==> config.mk <==
export PLATFORM = sky130hd
export DESIGN_NAME = serial_channel_clock_gen
export DESIGN_NICKNAME = d
export VERILOG_FILES = /design/src/logic/sccg_pkg.sv /design/src/logic/baud_divider.sv /design/src/logic/shift_clock_edge.sv /design/src/logic/serial_channel_clock_gen.sv
export VERILOG_INCLUDE_DIRS = /design/src /design/src/logic
export SDC_FILE = /design/constraint.sdc
export NUM_CORES = 1
export LEC_CHECK = 0
export ABC_AREA = 1
export BUFFER_PORTS_ARGS = -buffer_cell sky130_fd_sc_hd__buf_2
export CAP_MARGIN = 25
export CORE_AREA = 2 2 131 146
export CTS_CLUSTER_DIAMETER = 30
export DETAILED_ROUTE_END_ITERATION = 8
export DIE_AREA = 0 0 133 148
export GPL_TIMING_DRIVEN = 0
export PLACE_DENSITY = 0.69
export SETUP_SLACK_MARGIN = 0.05
export SLEW_MARGIN = 5
export SYNTH_ARGS = -nofsm -noshare
export SYNTH_HDL_FRONTEND = slang
export SYNTH_SLANG_ARGS = --single-unit
export TNS_END_PERCENT = 20
==> constraint.sdc <==
create_clock -name clk_in -period 2.35 [get_ports clk_in]
set_input_delay 0.235 -clock clk_in [delete_from_list [all_inputs] [get_ports clk_in]]
set_output_delay 0.235 -clock clk_in [all_outputs]
set_load 0.01 [all_outputs]
==> src/logic/sccg_defs.svh <==
// constants for the serial channel clock generator
`ifndef SCCG_DEFS_SVH
`define SCCG_DEFS_SVH

`define SCCG_NUM_CH           3
`define SCCG_ADDR_W           8
`define SCCG_CH_FIELD_LSB     4
`define SCCG_OFS_CONTROL      4'h0
`define SCCG_OFS_BAUD_CTRL    4'h4
`define SCCG_OFS_BAUD_FRAC    4'h8
`define SCCG_OFS_STATUS       4'hc
`define SCCG_OFS_GEAR         8'h30

`define SCCG_CTL_W            7
`define SCCG_CTL_MODE_LSB     0
`define SCCG_CTL_DIR_BIT      2
`define SCCG_CTL_EDGE_BIT     3
`define SCCG_CTL_SRC_LSB      4
`define SCCG_CTL_PARITY_BIT   6
`define SCCG_CTL_RESET        7'h00

`define SCCG_BRC_W            7
`define SCCG_BRC_N_LSB        0
`define SCCG_BRC_TAP_LSB      4
`define SCCG_BRC_FRAC_BIT     6
`define SCCG_BRC_RESET        7'h01
`define SCCG_K_RESET          4'h0
`define SCCG_GEAR_RESET       4'h0
`define SCCG_GEAR_FS_BIT      3
`define SCCG_STATUS_FAST_BIT  4
`define SCCG_STATUS_W         5

`define SCCG_ASYNC_OVERSAMPLE 16
`define SCCG_EXT_ASYNC_MIN    5'd4
`define SCCG_EXT_SYNC_MIN     5'd16

`endif

==> src/logic/sccg_pkg.sv <==
// types shared by the serial channel clock generator
package sccg_pkg;

  typedef enum logic [1:0] {
    MODE_SHIFT,
    MODE_UART7,
    MODE_UART8,
    MODE_UART9
  } serial_mode_t;

  typedef enum logic [1:0] {
    SRC_BAUD,
    SRC_SYSCLK,
    SRC_TIMER,
    SRC_PIN
  } clock_src_t;

endpackage : sccg_pkg

==> src/logic/baud_divider.sv <==
// integer or n + (16-k)/16 divider on prescaler tap ticks
module baud_divider
(
  input  wire logic       clk_in,
  input  wire logic       srst_in,
  input  wire logic       run_in,
  input  wire logic       tap_tick_in,
  input  wire logic [3:0] integer_divisor_n_in,
  input  wire logic [3:0] fractional_term_k_in,
  input  wire logic       fractional_in,
  output logic            tick_out
);

  logic [4:0] n_eff;
  logic [4:0] last;
  logic [4:0] step;
  logic [4:0] acc_sum;
  logic [4:0] cnt_q;
  logic [3:0] acc_q;
  logic       ext_q;

  // a zero field means divide by sixteen
  assign n_eff = (integer_divisor_n_in == 4'h0) ? 5'd16
               : {1'b0, integer_divisor_n_in};
  assign last = n_eff - 5'd1 + {4'b0, ext_q};
  assign step = 5'd16 - {1'b0, fractional_term_k_in};
  assign acc_sum = {1'b0, acc_q} + step;

  always_ff @(posedge clk_in)
  begin
    if (srst_in || !run_in)
    begin
      cnt_q <= 5'd0;
      acc_q <= 4'h0;
      ext_q <= 1'b0;
      tick_out <= 1'b0;
    end
    else
    begin
      tick_out <= 1'b0;
      if (tap_tick_in)
      begin
        if (cnt_q >= last)
        begin
          cnt_q <= 5'd0;
          tick_out <= 1'b1;
          // carry lengthens the next period by one tap
          if (fractional_in)
          begin
            acc_q <= acc_sum[3:0];
            ext_q <= acc_sum[4];
          end
          else
          begin
            acc_q <= 4'h0;
            ext_q <= 1'b0;
          end
        end
        else
        begin
          cnt_q <= cnt_q + 5'd1;
        end
      end
    end
  end

endmodule : baud_divider

==> src/logic/shift_clock_edge.sv <==
// edge detection and period check on the serial clock pin
module shift_clock_edge
(
  input  wire logic       clk_in,
  input  wire logic       srst_in,
  input  wire logic       pin_in,
  input  wire logic       falling_in,
  input  wire logic [4:0] min_period_in,
  output logic            edge_out,
  output logic            too_fast_out
);

  logic       prev_q;
  logic [4:0] since_q;
  logic       rise;
  logic       fall;

  assign rise = pin_in && !prev_q;
  assign fall = !pin_in && prev_q;

  always_ff @(posedge clk_in)
  begin
    if (srst_in)
    begin
      prev_q <= 1'b1;
      since_q <= 5'h1f;
      edge_out <= 1'b0;
      too_fast_out <= 1'b0;
    end
    else
    begin
      prev_q <= pin_in;
      edge_out <= falling_in ? fall : rise;
      // period measured rising to rising in system cycles
      // widened so a saturated count cannot wrap to zero
      too_fast_out <= rise &&
                      (6'(since_q) + 6'd1 < 6'(min_period_in));
      if (rise)
        since_q <= 5'd0;
      else if (since_q != 5'h1f)
        since_q <= since_q + 5'd1;
    end
  end

endmodule : shift_clock_edge

==> src/logic/serial_channel_clock_gen.sv <==
// transfer clock generation for the serial channels, apb registers
`include "sccg_defs.svh"

// Operation
// - three identical independent channels
// - shift mode plus 7/8/9-bit uart modes
// - parity allowed only in 7/8-bit modes
// - ninth bit marks address when set
// - prescaler runs only when baud generator used
// - tap select 4/16/64/256, scaled by gear
// - fraction off: divide tap by integer n
// - fraction on: divide by n+(16-k)/16
// - uart rate /16, shift rate /2
// - external uart clock /16, period ≥4 cycles
// - external shift clock direct, period ≥16 cycles
// - timer trigger clocks uart only
// - shift output: basic clock is generator/2
// - shift input: basic clock from chosen edge
// - uart source: baud, sysclk, timer, pin
module serial_channel_clock_gen
#(
  parameter int NUM_CH = `SCCG_NUM_CH
)
(
  input  wire logic              clk_in,
  input  wire logic              srst_in,
  input  wire logic              psel_in,
  input  wire logic              penable_in,
  input  wire logic              pwrite_in,
  input  wire logic [7:0]        paddr_in,
  input  wire logic [31:0]       pwdata_in,
  input  wire logic              timer_zero_match_trigger_in,
  input  wire logic [NUM_CH-1:0] serial_clock_pin_in,
  output logic                   pready_out,
  output logic                   pslverr_out,
  output logic [31:0]            prdata_out,
  output logic [NUM_CH-1:0]      serial_clock_pin_out,
  output logic [NUM_CH-1:0]      serial_clock_pin_oe_n_out,
  output logic [NUM_CH-1:0]      basic_sampling_clock_out,
  output logic [NUM_CH-1:0]      bit_clock_out
);

  logic [3:0]        gear_q;
  logic [3:0]        gear_cnt_q;
  logic [4:0]        gear_last;
  logic              gear_tick;
  logic [7:0]        presc_q;
  logic [3:0]        tap_q;
  logic [NUM_CH-1:0] uses_baud;
  logic              presc_run;
  logic              access;
  logic              commit;
  logic              wr_commit;
  logic              mapped;
  logic [31:0]       rd_word;
  logic [31:0]       ch_rd [NUM_CH];
  logic [NUM_CH-1:0] ch_hit;

  // apb: one wait state, pready and data both registered
  assign access = psel_in && penable_in;
  assign commit = access && pready_out;
  assign wr_commit = commit && pwrite_in;

  always_comb
  begin
    mapped = (paddr_in == `SCCG_OFS_GEAR) || (|ch_hit);
    rd_word = 32'h0000_0000;
    if (paddr_in == `SCCG_OFS_GEAR)
      rd_word = {28'h000_0000, gear_q};
    for (int i = 0; i < NUM_CH; i++)
    begin
      if (ch_hit[i])
        rd_word = ch_rd[i];
    end
  end

  always_ff @(posedge clk_in)
  begin
    if (srst_in)
    begin
      pready_out <= 1'b0;
      pslverr_out <= 1'b0;
      prdata_out <= 32'h0000_0000;
    end
    else
    begin
      pready_out <= access && !pready_out;
      pslverr_out <= access && !pready_out && !mapped;
      if (access && !pready_out && !pwrite_in)
        prdata_out <= rd_word;
      else
        prdata_out <= 32'h0000_0000;
    end
  end

  always_ff @(posedge clk_in)
  begin
    if (srst_in)
      gear_q <= `SCCG_GEAR_RESET;
    else if (wr_commit && paddr_in == `SCCG_OFS_GEAR)
      gear_q <= pwdata_in[3:0];
  end

  // gear ratio 1,2,4,8,16; fs bit bypasses the gear
  always_comb
  begin
    gear_last = 5'd0;
    if (!gear_q[`SCCG_GEAR_FS_BIT])
    begin
      unique case (gear_q[2:0])
        3'd0:    gear_last = 5'd0;
        3'd1:    gear_last = 5'd1;
        3'd2:    gear_last = 5'd3;
        3'd3:    gear_last = 5'd7;
        default: gear_last = 5'd15;
      endcase
    end
  end

  assign presc_run = |uses_baud;
  assign gear_tick = ({1'b0, gear_cnt_q} >= gear_last);

  // gear stage (/1 to /16) feeding the 8-bit prescaler, taps as pulses
  always_ff @(posedge clk_in)
  begin
    if (srst_in || !presc_run)
    begin
      gear_cnt_q <= 4'h0;
      presc_q <= 8'h00;
      tap_q <= 4'h0;
    end
    else
    begin
      gear_cnt_q <= gear_tick ? 4'h0 : gear_cnt_q + 4'h1;
      if (gear_tick)
        presc_q <= presc_q + 8'h01;
      tap_q[0] <= gear_tick && (&presc_q[1:0]);
      tap_q[1] <= gear_tick && (&presc_q[3:0]);
      tap_q[2] <= gear_tick && (&presc_q[5:0]);
      tap_q[3] <= gear_tick && (&presc_q[7:0]);
    end
  end

  for (genvar c = 0; c < NUM_CH; c++)
  begin : g_ch
    logic [`SCCG_CTL_W-1:0] ctl_q;
    logic [`SCCG_BRC_W-1:0] brc_q;
    logic [3:0]             k_q;
    logic                   fast_q;
    logic                   sclk_q;
    logic [3:0]             os_q;
    logic                   is_sync;
    logic                   dir_in;
    logic                   frac_on;
    logic                   parity_on;
    logic                   nine_bit;
    logic                   baud_tick;
    logic                   ext_tick;
    logic                   too_fast;
    logic                   basic_d;
    logic                   sel;
    logic [1:0]             tap_sel;
    sccg_pkg::serial_mode_t mode;
    sccg_pkg::clock_src_t   src;

    assign sel = (paddr_in[7:4] == 4'(c)) &&
                 (paddr_in[1:0] == 2'b00);
    assign ch_hit[c] = sel;
    assign mode = sccg_pkg::serial_mode_t'(ctl_q[1:0]);
    assign src = sccg_pkg::clock_src_t'(ctl_q[5:4]);
    assign is_sync = (mode == sccg_pkg::MODE_SHIFT);
    assign dir_in = ctl_q[`SCCG_CTL_DIR_BIT];
    assign tap_sel = brc_q[5:4];
    assign parity_on = ctl_q[`SCCG_CTL_PARITY_BIT] &&
                       (mode == sccg_pkg::MODE_UART7 ||
                        mode == sccg_pkg::MODE_UART8);
    // ninth bit carries the address/data mark
    assign nine_bit = (mode == sccg_pkg::MODE_UART9);
    // fraction is never applied in shift mode
    assign frac_on = brc_q[`SCCG_BRC_FRAC_BIT] && !is_sync;
    assign uses_baud[c] = is_sync ? !dir_in
                        : (src == sccg_pkg::SRC_BAUD);

    always_ff @(posedge clk_in)
    begin
      if (srst_in)
      begin
        ctl_q <= `SCCG_CTL_RESET;
        brc_q <= `SCCG_BRC_RESET;
        k_q <= `SCCG_K_RESET;
      end
      else if (wr_commit && sel)
      begin
        unique case (paddr_in[3:0])
          `SCCG_OFS_CONTROL:   ctl_q <= pwdata_in[6:0];
          `SCCG_OFS_BAUD_CTRL: brc_q <= pwdata_in[6:0];
          `SCCG_OFS_BAUD_FRAC: k_q <= pwdata_in[3:0];
          default:             ;
        endcase
      end
    end

    // sticky external clock period violation, write one to clear
    always_ff @(posedge clk_in)
    begin
      if (srst_in)
        fast_q <= 1'b0;
      else if (too_fast && !uses_baud[c])
        fast_q <= 1'b1;
      else if (wr_commit && sel && paddr_in[3:0] == `SCCG_OFS_STATUS
               && pwdata_in[`SCCG_STATUS_FAST_BIT])
        fast_q <= 1'b0;
    end

    always_comb
    begin
      ch_rd[c] = 32'h0000_0000;
      unique case (paddr_in[3:0])
        `SCCG_OFS_CONTROL:   ch_rd[c] = {25'h0, ctl_q};
        `SCCG_OFS_BAUD_CTRL: ch_rd[c] = {25'h0, brc_q};
        `SCCG_OFS_BAUD_FRAC: ch_rd[c] = {28'h0, k_q};
        `SCCG_OFS_STATUS:
          ch_rd[c] = {27'h0, fast_q, nine_bit, parity_on,
                      frac_on, presc_run};
        default:             ch_rd[c] = 32'h0000_0000;
      endcase
    end

    baud_divider u_div
    (
      .clk_in               (clk_in),
      .srst_in              (srst_in),
      .run_in               (uses_baud[c]),
      .tap_tick_in          (tap_q[tap_sel]),
      .integer_divisor_n_in (brc_q[3:0]),
      .fractional_term_k_in (k_q),
      .fractional_in        (frac_on),
      .tick_out             (baud_tick)
    );

    shift_clock_edge u_edge
    (
      .clk_in        (clk_in),
      .srst_in       (srst_in),
      .pin_in        (serial_clock_pin_in[c]),
      .falling_in    (is_sync && ctl_q[`SCCG_CTL_EDGE_BIT]),
      .min_period_in (is_sync ? `SCCG_EXT_SYNC_MIN
                              : `SCCG_EXT_ASYNC_MIN),
      .edge_out      (ext_tick),
      .too_fast_out  (too_fast)
    );

    // basic clock source per mode
    always_comb
    begin
      basic_d = 1'b0;
      if (is_sync)
      begin
        if (dir_in)
          basic_d = ext_tick;
        else
          basic_d = baud_tick && !sclk_q;
      end
      else
      begin
        unique case (src)
          sccg_pkg::SRC_BAUD:   basic_d = baud_tick;
          sccg_pkg::SRC_SYSCLK: basic_d = 1'b1;
          sccg_pkg::SRC_TIMER:
            basic_d = timer_zero_match_trigger_in;
          sccg_pkg::SRC_PIN:    basic_d = ext_tick;
        endcase
      end
    end

    // shift clock out toggles each generator tick, idles high
    always_ff @(posedge clk_in)
    begin
      if (srst_in || !is_sync || dir_in)
        sclk_q <= 1'b1;
      else if (baud_tick)
        sclk_q <= ~sclk_q;
    end

    always_ff @(posedge clk_in)
    begin
      if (srst_in)
      begin
        os_q <= 4'h0;
        basic_sampling_clock_out[c] <= 1'b0;
        bit_clock_out[c] <= 1'b0;
        serial_clock_pin_out[c] <= 1'b1;
        serial_clock_pin_oe_n_out[c] <= 1'b1;
      end
      else
      begin
        basic_sampling_clock_out[c] <= basic_d;
        serial_clock_pin_out[c] <= sclk_q;
        serial_clock_pin_oe_n_out[c] <= !(is_sync && !dir_in);
        if (is_sync)
        begin
          os_q <= 4'h0;
          bit_clock_out[c] <= basic_d;
        end
        else
        begin
          if (basic_d)
            os_q <= os_q + 4'h1;
          bit_clock_out[c] <= basic_d && (&os_q);
        end
      end
    end
  end

endmodule : serial_channel_clock_gen

==> results of run 1 <==
[synth_stat cells, types with 7 or more instances]
| cell | count | area (sq um) |
|---|---|---|
| nand2_2 | 11 | 68.8 |
| buf_4 | 26 | 195 |
| nand2_4 | 7 | 78.8 |
| o21ai_1 | 14 | 70.1 |
| o22ai_1 | 11 | 68.8 |
| clkbuf_1 | 11 | 41.3 |
| xor2_1 | 22 | 193 |
| ha_1 | 60 | 751 |
| nand2_1 | 205 | 769 |
| nor2_1 | 115 | 432 |
| o21ai_0 | 81 | 405 |
| nor3_1 | 8 | 40.0 |
| o211ai_1 | 7 | 52.6 |
| nand4_1 | 23 | 144 |
| a21oi_1 | 114 | 571 |
| buf_6 | 9 | 101 |
| inv_1 | 164 | 616 |
| dfxtp_1 | 170 | 3400 |
| nand3_1 | 81 | 405 |
[path summary, 6_finish.rpt]
| check | slack (ns) | to | depth (start not counted) | start |
|---|---|---|---|---|
| max | 0.17 | g_ch[0].u_div.acc_q[1] | 14 | g_ch[0].brc_q[0] |
| min | 0.02 | g_ch[0].u_edge.prev_q | 3 | serial_clock_pin_in[0] |
| max reg2reg | 0.17 | g_ch[0].u_div.acc_q[1] | 14 | g_ch[0].brc_q[0] |
| min reg2reg | 0.45 | g_ch[2].sclk_q | 1 | g_ch[2].u_div.tick_out |
[power by group through the flow]
stage | clock (uW) | sequential, uW | combinational, uW
final | 3070 | 3130 | 916
after global routing | 3250 | 3140 | 1030
after CTS | 3110 | 3120 | 900
after detailed placement | 0 | 3190 | 885
after global placement | 0 | 3190 | 868
after floorplan | 0 | 3170 | 683
[final cells by class]
class	instances	share of cell area [%]
Multi-Input combinational cell	835	46.1
Tap cell	243	2.91
Sequential cell	170	32.6
Clock buffer	20	4.46
Buffer	54	3.57
Timing Repair Buffer	45	2.30
Inverter	172	6.22
Clock inverter	12	1.81
[metrics by stage]
step                      hold WS (ns)  setup slack, ns
after floorplan                  0.344            0.279
after global placement           0.423          -0.0567
after detailed placement         0.442           -0.127
after CTS                       0.0138           0.0369
after global routing            0.0126         -0.00754
final                           0.0240            0.174
[routing by layer]
layer	GRT usage [%]	wire length (microns)	vias to the layer above
li1	-	-	4115
met1	30.0	10200	3682
met2	37.9	10600	251
met3	3.29	1220	42
met4	9.30	533	0
met5	0	0	-
[registers in the layout (all words and copies together), names as in the netlist, 4 cells and up]
signal,count
g_ch.brc_q,21
g_ch.ctl_q,21
g_ch.k_q,12
g_ch.os_q,12
g_ch.u_div.acc_q,12
g_ch.u_div.cnt_q,15
g_ch.u_edge.since_q,15
gear_cnt_q,4
gear_q,4
prdata_out,7
presc_q,8
tap_q,4
[kinds of logic (layout without fill, tap and decap cells)]
kind of cell | count (synthesis) | after routing | synth area share, %
AOI/OAI and AO/OA | 253 | 253 | 15.4
adders and majority gates | 63 | 63 | 9.01
and+or+nand+nor | 466 | 466 | 23.6
buffers and inverters | 226 | 303 | 11.4
DFF | 170 | 170 | 37.8
xor gates and xnor gates | 28 | 28 | 2.73
other | 1 | 25 | 0.0417
[tightest hold or removal path, cell delays in order]
cell,delay [ns]
buf_2,0.07
inv_1,0.06
nand2_1,0.06
[repair_timing]
| item | CTS | global route |
|---|---|---|
| setup buffers | 3 | 3 |
| pin swaps | 5 | 17 |
| setup endpoints to repair | 24 | 31 |
| hold buffers | 0 | 0 |
| gates resized for setup | 10 | 32 |
==> impl_metrics.tcl, run 1 <==
set metrics [dict create \
    pwr-share-comb_pct 12.9 \
    slew_violations 0 \
    syn_avg_cell_area_sq_um 7.45 \
    crit_family "simple AND/OR/NAND/NOR gates" \
    io_buffer_count 39 \
    clock-sinks 170 \
    dp_hpwl_microns 16400 \
    crit_path_cell_trace "inv_2 > ha_4 > ha_4 > a21oi_2 > o211ai_1 > ha_1 > nand2_1 > inv_1 > nand4_1 > nand4_1 > nand2_2 > nor2_4 > nand3_1 > nand2_1" \
    start_util_pct 49.6 \
    crit_buf_inv 2 \
    wire_per_inst_microns 14.5 \
    fp.dieW_microns 133 \
    core_area_sq_um 18200 \
    syn-cell-area_sq_um 9000 \
    grt_max_degree 17 \
    dieArea_sq_um 19700 \
    worstMarginPinSlew_ns 0.794 \
    die_y_microns 148 \
    drt_first_pass_iters 5 \
    p_switching_uw 1860 \
    crit_slowest_cell "dfxtp_4" \
    hold_path_class "input port to flip-flop" \
    track_usage_pct 22.9 \
    layout_commonest_cell "nand2_1" \
    place_congestion 0.922 \
    drt-initial-drc-count 594 \
    p_total_uw 7120 \
    postPlaceCellArea_sq_um 9590 \
    ir_worst_vdd_uv 489 \
    antenna_cells 0 \
    synth-edff-count 0 \
    final.setup.tns_ns 0 \
    slew_headroom_pct 47.1 \
    htreeDepth 4 \
    critical-path-max-stage-delay_ns 0.36 \
    fmax_ghz 0.459 \
    worstSetupPathType "flip-flop to flip-flop" \
    drt.antenna.violating_nets 0 \
    syn_inst 1207 \
    grt_pass1_wl_microns 35900 \
    ys_ff_latch 170 \
    powerDensity_nw_per_um2 681 \
    globalRouteOverflowTotal 0 \
    io-pin-count 95 \
    cts-root-buf "clkbuf_16" \
    swShare_pct 26.1 \
    antenna_found_initial 0 \
    cts_tree "built" \
    yosysWarnings 0 \
    final_nets 1407 \
    crit_path_end_kind "flip-flop" \
    design_area_sq_um 10500 \
    finClkSkew_ns 0.00867 \
    min_period_ns 2.18 \
    yosys_most_used_dff "dfxtp_1" \
    hold_violations 0 \
    clkLatencyLatePin_ns 0.43 \
    p_leak_uw 0.00465 \
    startpoint_type "flip-flop" \
    synthArstFlopShare_pct 0 \
    seq_power_share_pct 43.9 \
    grt_pass1_vias 7245 \
    fin_util_pct 57.6 \
    ff_latch_area_sq_um 3410 \
    clk_pin_slew_ns 0.06 \
    dp_cells 1513 \
    arrival_ns 2.55 \
    multi_input_area_sq_um 4820 \
    wl_microns 22500 \
    drive_gt1_share_pct 14.1 \
    n_fill_cell 1699 \
    final_cell_mix "nand2_1 (199), dfxtp_1 (167), inv_1 (160)" \
    worstPathMaxFanout 6 \
    finalSetupViolations 0 \
    num_vias 8090 \
    rsz0062_at_grt "true" \
    yosysSeqAreaShare_pct 37.8 \
    synth.distinct_cells 43 \
    status "finished clean" \
    p_int_uw 5260 \
    final_cells 1551 \
    drc 0 \
    clkPwrFrac_pct 43.2 \
    vias_per_cell 5.22 \
    cts_max_path_buffers 2 \
    finalCritPeriodShare_pct 92.6 \
    cts_buffers 17 \
    fp-row-count 52 \
    required_ns 2.72 \
    syn2layout_area_growth_pct 16.2 \
    maxCapViolCount 0 \
]
No activity file was read; power rests on OpenSTA's default activity.
==> run 2: changes to the inputs <==
--- a/config.mk
+++ b/config.mk
@@ -9,12 +9,16 @@
 export ABC_AREA = 1
 export BUFFER_PORTS_ARGS = -buffer_cell sky130_fd_sc_hd__buf_2
 export CAP_MARGIN = 25
-export CORE_AREA = 2 2 131 146
+export CELL_PAD_IN_SITES_DETAIL_PLACEMENT = 1
+export CELL_PAD_IN_SITES_GLOBAL_PLACEMENT = 1
+export CORE_AREA = 2 2 141 157
 export CTS_CLUSTER_DIAMETER = 30
 export DETAILED_ROUTE_END_ITERATION = 8
-export DIE_AREA = 0 0 133 148
+export DIE_AREA = 0 0 143 159
+export GPL_ROUTABILITY_DRIVEN = 0
 export GPL_TIMING_DRIVEN = 0
-export PLACE_DENSITY = 0.69
+export PLACE_DENSITY_LB_ADDON = 0.1
+export RECOVER_POWER = 50
 export SETUP_SLACK_MARGIN = 0.05
 export SLEW_MARGIN = 5
 export SYNTH_ARGS = -nofsm -noshare
==> impl_metrics.tcl, run 2 (synthesized netlist as in run 1, its figures left out) <==
set metrics [dict create \
    met2_usage_pct 39.5 \
    cts_tree "built" \
    finalSetupViolations 0 \
    cts_max_path_buffers 2 \
    slew_headroom_pct 42.0 \
    fp.dieW_microns 143 \
    hold_violations 0 \
    final_nets 1415 \
    rsz0062_at_grt "true" \
    drt.antenna.violating_nets 0 \
    clk_pin_slew_ns 0.07 \
    start_util_pct 42.7 \
    top_regs "g_ch.brc_q x21, g_ch.ctl_q x21" \
    fmax_ghz 0.455 \
    wl_microns 26500 \
    track_usage_pct 23.6 \
    fin_util_pct 49.4 \
    final.setup.tns_ns 0 \
    status "finished clean" \
    clkLatencyLatePin_ns 0.44 \
    vias_per_cell 5.12 \
    hold_path_class "input port to flip-flop" \
    worstMarginPinSlew_ns 0.868 \
    cts_buffers 17 \
    antenna_found_initial 0 \
    slew_violations 0 \
    ir_worst_vdd_uv 443 \
    dp_cells 1560 \
    p_leak_uw 0.00450 \
    arrival_ns 2.57 \
    critical-path-max-stage-delay_ns 0.36 \
    grt_max_degree 17 \
    drt-initial-drc-count 371 \
    fp-row-count 56 \
    io_buffer_count 39 \
    use_met3_pct 3.52 \
    final_cell_mix "nand2_1 (210), dfxtp_1 (166), inv_1 (154)" \
    grt_busiest_layer "met2" \
    drive_gt1_share_pct 12.2 \
    num_vias 8217 \
    dieArea_sq_um 22700 \
    hold-worst-slack_ns 0.0255 \
    syn2layout_area_growth_pct 15.7 \
    min_period_ns 2.20 \
    crit_path_cell_trace "inv_2 > ha_4 > ha_4 > a21oi_2 > o211ai_1 > ha_1 > nand2_1 > inv_2 > nand4_1 > nand4_1 > buf_4 > buf_6 > nor2_2 > a21oi_1 > nor2_1" \
    worstPathMaxFanout 3 \
    core_area_sq_um 21100 \
    powerDensity_nw_per_um2 667 \
    globalRouteOverflowTotal 0 \
    drt_first_pass_iters 5 \
    drc 0 \
    grt_pass1_wl_microns 42200 \
    final_cells 1606 \
    wire_per_inst_microns 16.5 \
    die_y_microns 159 \
    antenna_cells 0 \
    p_total_uw 6950 \
    finalCritPeriodShare_pct 93.5 \
    finClkSkew_ns 0.0161 \
    layout_commonest_cell "nand2_1" \
    required_ns 2.73 \
    maxCapViolCount 0 \
    startpoint_type "flip-flop" \
    io-pin-count 95 \
    crit_path_end_kind "flip-flop" \
    grt_pass1_vias 8241 \
    htreeDepth 4 \
    crit_slowest_cell "dfxtp_2" \
    clock-sinks 170 \
    cts-root-buf "clkbuf_16" \
    worstSetupPathType "flip-flop to flip-flop" \
    dp_hpwl_microns 19900 \
    n_fill_cell 2686 \
    globalRouteMet1Util_pct 31.4 \
]
run 2: cell types whose count changed in the layout (fill, tap and decap cells not counted), sizes merged:
cell	delta
buf	-24
clkinvlp	-1
clkinv	+3
bufinv	-2
clkbuf	+28
inv	+3
dlygate4sd3	+1
run 2: timing repair:
item,CTS,global route
gates resized for setup,18,43
pin swaps,6,25
buffers inserted,5,8
setup endpoints to repair,31,36
endpoints found under the hold margin,1,0
hold buffers,1,0
run 2: metal layers:
layer  up-vias  routed length, microns
li1       4108                       -
met1      3946                   12300
met2       127                   12800
met3        36                     920
met4         0                     487
met5         -                       0
run 2: area by class of cell:
class | count | area, sq um | share of cell area (%)
plain buffers | 54 | 327 | 3.14
clock buffers | 17 | 425 | 4.09
clock inverters | 15 | 168 | 1.61
inverters | 172 | 653 | 6.27
multi-input cells | 835 | 4780 | 45.9
flip-flops and latches | 170 | 3410 | 32.8
well taps | 290 | 363 | 3.49
repair buffers | 53 | 284 | 2.73
run 2: worst paths after layout:
path                                             start                endpoint  slack [ns]  cells after the start
worst max-delay path                  g_ch[0].brc_q[0]  g_ch[0].u_div.cnt_q[1]        0.15                     15
worst min-delay path            serial_clock_pin_in[2]   g_ch[2].u_edge.prev_q        0.03                      3
worst max register to register        g_ch[0].brc_q[0]  g_ch[0].u_div.cnt_q[1]        0.15                     15
worst min register to register  g_ch[2].u_div.tick_out          g_ch[2].sclk_q        0.44                      1
run 2: critical path, delay by kind of cell, from the launching register on:
kind,cells,cell delay (ns)
AO/OA/AOI/OAI,3,0.27
adder cells (fa/ha/maj),3,0.67
flip-flops,1,0.36
AND/OR/NAND/NOR,5,0.48
buffers and inverters,4,0.36
run 2: power breakdown:
group	leakage (uW)	total, uW	internal, uW	switching, uW
combinational	0.00284	928	363	565
sequential	0.00138	3120	3010	111
clock	0.000287	2900	1590	1310
run 2: per-stage QoR:
step                      cell area (sq um)  setup slack, ns
after floorplan                        9090            0.279
after global placement                 9640           -0.147
after detailed placement               9640           -0.198
after CTS                             10300           0.0428
after global routing                  10400          -0.0227
final                                 10400            0.152
